<file path="config.mk">
export PLATFORM = sky130hd
export DESIGN_NAME = hst_top
export DESIGN_NICKNAME = d
export VERILOG_FILES = /design/src/hst_pkg.sv /design/src/hst_dly_if.sv /design/src/hst_delay.sv /design/src/hst_top.sv
export VERILOG_INCLUDE_DIRS = /design/src
export SDC_FILE = /design/constraint.sdc
export NUM_CORES = 1
export LEC_CHECK = 0
export BUFFER_PORTS_ARGS = -buffer_cell sky130_fd_sc_hd__buf_2
export CAP_MARGIN = 20
export CORE_MARGIN = 2
export CORE_UTILIZATION = 40
export CTS_CLUSTER_SIZE = 12
export DETAILED_ROUTE_END_ITERATION = 12
export PLACE_DENSITY = 0.6
export SYNTH_ARGS = -nofsm -noshare
export SYNTH_HDL_FRONTEND = slang
export SYNTH_SLANG_ARGS = --single-unit
export TNS_END_PERCENT = 20
</file>
<file path="constraint.sdc">
create_clock -name mclk -period 1.65 [get_ports mclk]
set_input_delay 0.2475 -clock mclk [delete_from_list [all_inputs] [get_ports mclk]]
set_output_delay 0.2475 -clock mclk [all_outputs]
set_load 0.01 [all_outputs]
</file>
<file path="src/hst_map.svh">
// register-free constant map for the host select and transfer front end
`ifndef HST_MAP_SVH
`define HST_MAP_SVH
`define HST_CLK_NS 50
`define HST_STB_DLY_NS 300
`define HST_DRW_DLY_NS 3400
`define HST_RESP_MAX_NS 4000
`define HST_POR_MS 300
`define HST_STB_CYC ((`HST_STB_DLY_NS + `HST_CLK_NS - 1) / `HST_CLK_NS)
`define HST_DRW_CYC ((`HST_DRW_DLY_NS + `HST_CLK_NS - 1) / `HST_CLK_NS)
`define HST_RESP_CYC (`HST_RESP_MAX_NS / `HST_CLK_NS)
`define HST_POR_CYC (`HST_POR_MS * 1000000 / `HST_CLK_NS)
`define HST_POR_W 23
`define HST_DLY_W 7
`define HST_AGE_W 8
`define HST_EQ_HI 10
`define HST_EQ_LO 7
`define HST_DIRECT_BIT 4
`define HST_ADDR_HI 3
`define HST_ADDR_LO 0
`endif

</file>
<file path="src/hst_pkg.sv">
// types shared by the host select and transfer front end
package hst_pkg;
   typedef logic [10:0] hst_code_t;
   typedef logic [3:0] hst_nib_t;
   typedef logic [6:0] hst_dly_t;
   typedef enum logic [1:0] {HST_IDLE, HST_DLY, HST_XFER, HST_RESP} hst_state_t;
endpackage

</file>
<file path="src/hst_dly_if.sv">
// start, length and done of the shared delay timer
`timescale 1ns/1ps
interface hst_dly_if;
   logic start;
   hst_pkg::hst_dly_t limit;
   logic done;
   modport timer (input start, input limit, output done);
   modport user (output start, output limit, input done);
endinterface

</file>
<file path="src/hst_delay.sv">
// one-shot down counter that times the strobe delays
`timescale 1ns/1ps
`include "hst_map.svh"
module hst_delay (
   input wire logic mclk,
   input wire logic rst,
   hst_dly_if.timer t
);
   import hst_pkg::*;
   hst_dly_t cnt_reg;
   hst_dly_t cnt_next;

   always_comb begin
      if (t.start) begin
         cnt_next = t.limit;
      end else if (cnt_reg != '0) begin
         cnt_next = cnt_reg - 7'h01;
      end else begin
         cnt_next = cnt_reg;
      end
   end

   always_ff @(posedge mclk) begin
      if (rst) begin
         cnt_reg <= '0;
      end else begin
         cnt_reg <= cnt_next;
      end
   end

   assign t.done = (cnt_reg == 7'h01);
endmodule

</file>
<file path="src/hst_top.sv">
// host select, protect and transfer-timing front end
`timescale 1ns/1ps
`include "hst_map.svh"
module hst_top #(
   parameter int unsigned POR_CYCLES = `HST_POR_CYC
) (
   input wire logic mclk,
   input wire logic rst,
   input wire hst_pkg::hst_code_t sel_code,
   input wire logic rd_strobe,
   input wire logic wr_strobe,
   input wire logic protect_line,
   input wire logic master_clear,
   input wire hst_pkg::hst_nib_t equip_switch,
   input wire logic protect_switch,
   output logic reply,
   output logic reject,
   output logic unit_chosen_flag,
   output logic protect_flag,
   output logic read_strobe_int,
   output logic write_strobe_int,
   output logic either_transfer_strobe,
   output logic chosen_transfer_strobe,
   output logic delayed_transfer_strobe,
   output logic sel_inhibit,
   output logic counter_load,
   output logic counter_advance,
   output hst_pkg::hst_nib_t counter_addr,
   output logic counter_clear,
   output logic interrupt_mask_clear,
   output logic term_clear
);
   import hst_pkg::*;

   ////////////////////////////////////////////////////////////////////////////////
   // state

   hst_dly_if dly ();

   hst_delay u_delay (
      .mclk(mclk),
      .rst(rst),
      .t(dly.timer)
   );

   hst_state_t state_reg, state_next;
   hst_code_t code_reg, code_next;
   logic is_wr_reg, is_wr_next;
   logic prot_line_reg, prot_line_next;
   logic req_prev_reg, req_prev_next;
   logic gclr_prev_reg, gclr_prev_next;
   logic [`HST_AGE_W-1:0] age_reg, age_next;
   logic [`HST_POR_W-1:0] por_cnt_reg, por_cnt_next;
   logic reply_next, reject_next, chosen_next, prot_next;
   logic rd_next, wr_next, either_next, cts_next, drw_next, inh_next;
   logic load_next, adv_next, cclr_next, imc_next, tclr_next;
   hst_nib_t addr_next;
   logic por_active, gclr, req, accept, match;

   ////////////////////////////////////////////////////////////////////////////////
   // next-state logic

   always_comb begin
      por_active = (por_cnt_reg != POR_CYCLES[`HST_POR_W-1:0]);
      gclr = master_clear | por_active;
      req = rd_strobe | wr_strobe;
      accept = (state_reg == HST_IDLE) && req && !req_prev_reg && !gclr;
      match = (code_reg[`HST_EQ_HI:`HST_EQ_LO] == equip_switch);

      state_next = state_reg;
      code_next = code_reg;
      is_wr_next = is_wr_reg;
      prot_line_next = prot_line_reg;
      reply_next = reply;
      reject_next = reject;
      chosen_next = unit_chosen_flag;
      prot_next = protect_flag;
      rd_next = read_strobe_int;
      wr_next = write_strobe_int;
      either_next = either_transfer_strobe;
      cts_next = chosen_transfer_strobe;
      drw_next = delayed_transfer_strobe;
      inh_next = sel_inhibit;
      load_next = counter_load;
      adv_next = 1'b0;
      addr_next = counter_addr;
      dly.start = 1'b0;
      dly.limit = '0;

      unique case (state_reg)
         HST_IDLE: begin
            if (accept) begin
               code_next = sel_code;
               is_wr_next = wr_strobe;
               prot_line_next = protect_line;
               dly.start = 1'b1;
               dly.limit = 7'(`HST_STB_CYC);
               state_next = HST_DLY;
            end
         end
         HST_DLY: begin
            if (dly.done) begin
               rd_next = !is_wr_reg;
               wr_next = is_wr_reg;
               either_next = 1'b1;
               chosen_next = match;
               prot_next = protect_switch ? prot_line_reg : 1'b1;
               cts_next = match && prot_next;
               inh_next = !cts_next;
               load_next = cts_next && code_reg[`HST_DIRECT_BIT];
               adv_next = cts_next && !code_reg[`HST_DIRECT_BIT] && is_wr_reg;
               if (load_next) begin
                  addr_next = code_reg[`HST_ADDR_HI:`HST_ADDR_LO];
               end
               dly.start = 1'b1;
               dly.limit = 7'(`HST_DRW_CYC);
               state_next = HST_XFER;
            end
         end
         HST_XFER: begin
            if (dly.done) begin
               drw_next = 1'b1;
               reply_next = unit_chosen_flag && protect_flag;
               reject_next = unit_chosen_flag && !protect_flag;
               state_next = HST_RESP;
            end
         end
         HST_RESP: begin
            if (!req) begin
               rd_next = 1'b0;
               wr_next = 1'b0;
               either_next = 1'b0;
               cts_next = 1'b0;
               drw_next = 1'b0;
               inh_next = 1'b1;
               load_next = 1'b0;
               reply_next = 1'b0;
               reject_next = 1'b0;
               state_next = HST_IDLE;
            end
         end
      endcase

      if (gclr) begin
         state_next = HST_IDLE;
         chosen_next = 1'b0;
         rd_next = 1'b0;
         wr_next = 1'b0;
         either_next = 1'b0;
         cts_next = 1'b0;
         drw_next = 1'b0;
         inh_next = 1'b1;
         load_next = 1'b0;
         adv_next = 1'b0;
         reply_next = 1'b0;
         reject_next = 1'b0;
      end

      tclr_next = gclr;
      cclr_next = gclr;
      imc_next = gclr && !gclr_prev_reg;
      gclr_prev_next = gclr;
      req_prev_next = req;
      por_cnt_next = por_active ? por_cnt_reg + 23'h000001 : por_cnt_reg;
      if (accept) begin
         age_next = '0;
      end else if (age_reg == 8'hff) begin
         age_next = age_reg;
      end else begin
         age_next = age_reg + 8'h01;
      end
   end

   ////////////////////////////////////////////////////////////////////////////////
   // registers

   always_ff @(posedge mclk) begin
      if (rst) begin
         state_reg <= HST_IDLE;
         code_reg <= '0;
         is_wr_reg <= 1'b0;
         prot_line_reg <= 1'b0;
         req_prev_reg <= 1'b0;
         gclr_prev_reg <= 1'b0;
         age_reg <= '0;
         por_cnt_reg <= '0;
         reply <= 1'b0;
         reject <= 1'b0;
         unit_chosen_flag <= 1'b0;
         protect_flag <= 1'b0;
         read_strobe_int <= 1'b0;
         write_strobe_int <= 1'b0;
         either_transfer_strobe <= 1'b0;
         chosen_transfer_strobe <= 1'b0;
         delayed_transfer_strobe <= 1'b0;
         sel_inhibit <= 1'b1;
         counter_load <= 1'b0;
         counter_advance <= 1'b0;
         counter_addr <= '0;
         counter_clear <= 1'b0;
         interrupt_mask_clear <= 1'b0;
         term_clear <= 1'b0;
      end else begin
         state_reg <= state_next;
         code_reg <= code_next;
         is_wr_reg <= is_wr_next;
         prot_line_reg <= prot_line_next;
         req_prev_reg <= req_prev_next;
         gclr_prev_reg <= gclr_prev_next;
         age_reg <= age_next;
         por_cnt_reg <= por_cnt_next;
         reply <= reply_next;
         reject <= reject_next;
         unit_chosen_flag <= chosen_next;
         protect_flag <= prot_next;
         read_strobe_int <= rd_next;
         write_strobe_int <= wr_next;
         either_transfer_strobe <= either_next;
         chosen_transfer_strobe <= cts_next;
         delayed_transfer_strobe <= drw_next;
         sel_inhibit <= inh_next;
         counter_load <= load_next;
         counter_advance <= adv_next;
         counter_addr <= addr_next;
         counter_clear <= cclr_next;
         interrupt_mask_clear <= imc_next;
         term_clear <= tclr_next;
      end
   end
endmodule

</file>
; Word level (Yosys, flattened, before mapping)
; Cells that the tools add are included.
[classes]
n_addsub = 2
multipliers = 0
div = 0
magnitude_cmp = 0
n_eq_ne = 10
shifts = 0
mux = 33
bitwise = 4
reduce_logical = 30
[op_table]
columns = op, n
row1 = $add 23x1->23 const B, 1
row2 = $ne 23x23->1 const B, 1
row3 = $mux 7, 3
row4 = $pmux 1 s2, 10
row5 = $pmux 7 s2, 1
row6 = $mux 1, 13
row7 = $logic_and 1x1->1, 10
row8 = $reduce_and 3->1, 3
row9 = $mux 2, 4
row10 = $ne 2x2->1 const B, 4
row11 = $pmux 2 s4, 1
row12 = $eq 7x1->1 const B, 1
row13 = $logic_not 1->1, 7
row14 = $reduce_bool 7->1, 1
row15 = $sub 7x1->7 const B, 1
row16 = $reduce_bool 2->1, 3
row17 = $eq 2x2->1 const B, 2
row18 = $eq 4x4->1, 1
row19 = $reduce_and 2->1, 2
row20 = $reduce_and 4->1, 1
row21 = $reduce_or 4->1, 1
row22 = $mux 3, 1
row23 = $eq 2x1->1 const B, 1
row24 = $logic_not 2->1, 1
row25 = 3 further kinds, 5
[totals]
register_bits = 64
latchBits = 0
ram_bits = 0
romBits = 0
input_bits = 22
output_inout_bits = 19
wordCells = 101
mem_count = 0

; Longest topological paths before layout
[depth]
ltp_word = 7
depth_mapped = 8
ltp_nobuf = 7

; Cells and area by module
; From an unflattened synthesis, not the netlist that was laid out.
[unflattened]
hier_cells = 319
area_unflattened_um2 = 2881.5
[by_module_without_submodules]
columns = module, instances, cells_each, area_each_um2, seq_area_each_um2
row1 = hst_top, 1, 268, 2441.1, 1101.1
row2 = hst_delay, 1, 51, 440.4, 140.1

; Worst setup path after synthesis
; No wires, ideal clock.
[synth_path]
kind = register to register
startpoint = reg por_cnt_reg[0]
endpoint = reg code_reg[8]
setup_time_ns = 0.128
arrival_time_ns = 1.598
required_ns = 1.522
setup_slack_ns = -0.075
stages_incl_launch_ff = 9
path_buffers = 1
synth_period_minus_slack_ns = 1.725
cell_sequence = dfxtp_1 inv_1 ha_1 and4bb_2 and4_4 nand4_2 buf_4 mux2i_1 nor2_1
[synth_between]
elab_chain_cells = 5
[synth_rtl]
columns = item, line_no
row1 = start: declaration, hst_top.sv:53  ; logic [`HST_POR_W-1:0] por_cnt_reg, por_cnt_next;
row2 = start signal: assignment, hst_top.sv:211  ; por_cnt_reg <= por_cnt_next;
row3 = $ne 23x23->1, hst_top.sv:64  ; por_active = (por_cnt_reg != POR_CYCLES[`HST_POR_W-1:0]);
row4 = $or 1x1->1, hst_top.sv:65  ; gclr = master_clear | por_active;
row5 = $logic_not 1->1, hst_top.sv:67  ; accept = (state_reg == HST_IDLE) && req && !req_prev_reg && !gclr;
row6 = $logic_and 1x1->1, hst_top.sv:67
row7 = $reduce_and 2->1 (no source line), -
row8 = end signal: assignment, hst_top.sv:205  ; code_reg <= code_next;
row9 = end: declaration, hst_top.sv:47  ; hst_code_t code_reg, code_next;
; No other way between the ends.
; A chain may end at the register's enable or synchronous reset.

; Worst setup path in the final report
[layout_path]
startpoint = reg por_cnt_reg[1]
endpoint = reg delayed_transfer_strobe
[layout_between]
elab_chain_cells = 3
[layout_rtl]
columns = item, line_no
row1 = $ne 23x23->1, hst_top.sv:64
row2 = $or 1x1->1, hst_top.sv:65
row3 = $reduce_or 2->1 (no source line), -
row4 = end signal: assignment, hst_top.sv:220  ; delayed_transfer_strobe <= drw_next;
row5 = end: declaration, hst_top.sv:24  ; output logic delayed_transfer_strobe,
; No other way between the ends.

==> impl_results.md <==
* H-Tree Level Count at 3
* Top sig layer: met4
* Fill cell count at ~630
* CP Buf/Inv Count at 2
* Crit-path max cell delay at about 0.39 ns
* First-pass GRT wire length at roughly 10000 um
* CP Class: reg -> reg
* Worst VDD drop at 0.606 mV
* Register area at about 1200 um^2
* Max-Slew Margin vs Limit at between 70% and 80%
* Num rows at 30
* Sw Share at between 20% and 30%
* Syn Nets at roughly 340
* Share of layout cells above drive strength 1 at between 30% and 40%
* HP Class: in -> reg
* FF-to-FF setup slack at -0.14 ns
* CP max stage cell: or3_4
* Highest Clock Rate at 559 MHz
* RSZ-0062 raised after global routing: true
* Post-Syn Instances at 312
* Pwr dens at between 1000 and 1500 nW/um^2
* Worst Max-Slew Pin Slew at 0.380 ns
* Mapped Area at around 2900 um^2
* Initial antenna violation count at 0
* Top cells by count, synth: dfxtp_1 (62), nor2_1 (58), mux2i_1 (19)
* CP required at roughly 1.9 ns
* Min-delay src: sel_code[2]
* Final HPWL from detailed placement at around 4400 um
* Number of flip-flops in the largest register at 23
* DR iter-0 viols at about 120
* Setup TNS at -2.78 ns
* Crit path max fanout at 5
* Vias at ~2500
* Core area at roughly 6900 um^2
* Die area at just under 8000 um^2
* Reg2reg start: por_cnt_reg[1]
* Met1 Wirelength at between 3000 and 4000 um
* Leakage Power at approximately 1.7 nW
* IO Pins at between 40 and 50
* Cell Count, Final, Fillers Out at 512
* Via density at between 4 and 5
* CP cell instances: inv_2, ha_4, and4bb_2, and4_4, nand2_4, or3_4, buf_4, a211oi_2
* Register area share after synthesis at approximately 43%
* Final min period at between 1.5 and 2 ns
* Mapped Avg Cell Area at approximately 9.2 um^2
* CTS tree: built
* WHS Path Cells at 3
* Status: complete, but fails checks
* Flop pwr share at approximately two fifths
* Register-to-Register Path Depth at 8
* Gr ovfl total at 0
* Die height at 88.6 um
* GPL Wtd Cong at 0.810
* CP delay by family, top: simple AND/OR/NAND/NOR gates
* Buffers on Ports at 38
* Final WS setup at -0.140 ns
* Final slew viol count at 0
* WHS Endpoint: code_reg[2]
* Starting density of the core at about two fifths
* Vias in the first global route at 2350
* Max Root-Sink Buffers at 2
* Reg clk slew, reported paths at roughly 0.07 ns
* Post-DRT Antenna Nets at 0
* Drt wl/cell at roughly 13 um
* Synth Flop Type: dfxtp_1
* Post-synthesis sequential element count at 62
* Violated checks: negative setup slack
* Crit Reg-Reg Endpoint: delayed_transfer_strobe
* Post-synth EDFFs at 0
* CP endpoint kind: flip-flop
* DR DRC count at 0
* Setup Skew at roughly 0.0086 ns
* Final setup viols at 33
* MaxCap Viol Count at 0
* Crit path launch type: flip-flop
* Clk sink count at 62
* Area occupied by multi-input gates at 1660 um^2
* Largest net degree at the start of global routing at 25
* Placed cells at between 400 and 500
* DRT Wirelength at between 6000 and 7000 um
* Warnings, synthesis at 0
* Logic gate share of total power at 22.6%
* Fin crit share at 108%
* Synth top area share at 43.4%
* DRT Pass-1 Iters at 4
* Dominant cell type by area after synthesis: dfxtp_1
* Clock Power Share at 36.3%
* Die width at just under 90 um
* Cell with the most instances after synthesis: dfxtp_1
* Final hold viol count at 0
* Synth area leaders: dfxtp_1 (43%), nor2_1 (7.6%), mux2i_1 (6.6%), ha_1 (4.4%), xnor2_1 (4.3%)
* Sw power at about 1.1 mW
* Pint at ~3 mW
* CTS Buf Count at 9
* WP data arrival at ~2.1 ns
* Later-pin clock latency in the skew report at 0.34 ns
* Total chip power at around 4 mW
* Hold slack at approximately 0.13 ns
* N_diodes at 0
* GRT Total Usage at between 10% and 20%
* Post-synth ARST share at 0%
* Fin nets at between 400 and 500
* DR WL met3 at around 190 um
* Routed length on met2 at roughly 3100 um
* Distinct cell type count after synthesis at 48
* Area grow syn2layout at 38.8%
* Root Buffer: clkbuf_8
## worst max-delay path by stage
| stage | endpoint | cells after the start | slack (ns) | start |
|---|---|---|---|---|
| final | delayed_transfer_strobe | 8 | -0.14 | por_cnt_reg[1] |
| after floorplan | delayed_transfer_strobe | 8 | -0.07 | por_cnt_reg[0] |
| after CTS | counter_load | 8 | -0.10 | por_cnt_reg[0] |
| after detailed placement | counter_advance | 7 | -0.15 | por_cnt_reg[0] |
| after global routing | u_delay.cnt_reg[4] | 9 | -0.23 | por_cnt_reg[0] |
| after global placement | counter_advance | 7 | -0.11 | por_cnt_reg[0] |
## cells by family (layout without fill, tap and decap cells)
family                     count (synthesis)  in the layout  share of synthesized area [%]
muxes                                     20             20                           7.04
DFF                                       62             62                           43.4
buffers and inverters                     22            125                           3.45
adders and majority gates                 10             10                           4.37
AOI/OAI and AO/OA                         32             32                           6.29
xor gates and xnor gates                  26             26                           7.95
and+or+nand+nor                          140            141                           27.5
## power by group through the flow
stage / clock network (mW) / logic [mW] / registers, mW
global route: 1.55 / 1.01 / 1.66
CTS: 1.48 / 0.852 / 1.65
finish: 1.46 / 0.906 / 1.65
floorplan: 0 / 0.501 / 1.69
global placement: 0 / 0.799 / 1.68
detailed placement: 0 / 0.813 / 1.68
## worst register-to-register path: cells and delay by family (launching register included)
family	cells	cell delay [ns]
adders and majority gates	1	0.13
buffers and inverters	2	0.22
AOI/OAI and AO/OA	1	0.12
and+or+nand+nor	4	0.95
DFF	1	0.32
## cells in the final DEF (no fill, tap or decap), drive strengths merged, types with 2 or more instances in the layout
| master | instances |
|---|---|
| and3 | 2 |
| and4 | 2 |
| and3b | 2 |
| nand2b | 3 |
| clkinv | 3 |
| mux2i | 19 |
| nand4 | 10 |
| nand3b | 4 |
| buf | 97 |
| inv | 11 |
| o21ai | 9 |
| nor3b | 2 |
| ha | 10 |
| o21a | 2 |
| xor2 | 12 |
| nor4 | 6 |
| dfxtp | 62 |
| xnor2 | 14 |
| nand2 | 15 |
| or3 | 7 |
| clkbuf | 11 |
| nand3 | 7 |
| nor3 | 14 |
| a21oi | 17 |
| bufinv | 2 |
| nor2 | 58 |
## per-stage QoR
| step | worst slack [ns] | utilization, % | cell area, um^2 |
|---|---|---|---|
| finish | -0.140 | 57.9 | 3970 |
| global route | -0.229 | 57.9 | 3970 |
| CTS | -0.103 | 55.6 | 3820 |
| detailed placement | -0.146 | 51.3 | 3530 |
| global placement | -0.114 | 51.3 | 3530 |
| floorplan | -0.0740 | - | 2870 |
## area by class of cell
| class | instances | share of cell area, % |
|---|---|---|
| multi-input combinational | 229 | 41.8 |
| sequential | 62 | 31.5 |
| timing repair buffer | 98 | 17.3 |
| clock buffer | 10 | 3.21 |
| tap | 96 | 3.02 |
| clock inverter | 6 | 2.17 |
| inverter | 11 | 1.04 |
## metal layers
layer,GRT usage (%),vias to the layer above
met5,0,-
li1,-,1276
met3,3.45,16
met1,22.7,1168
met2,26.8,41
met4,9.50,0
## repair_timing
| item | 4_1_cts | 5_1_grt |
|---|---|---|
| setup buffers | 2 | 4 |
| hold buffers | 0 | 0 |
| hold endpoints to repair | 0 | 0 |
| gates resized for setup | 14 | 28 |
| endpoints found under the setup margin | 32 | 51 |
| cloned | 1 | 1 |
| pin swaps | 6 | 17 |
No activity file was read; power rests on OpenSTA's default activity.
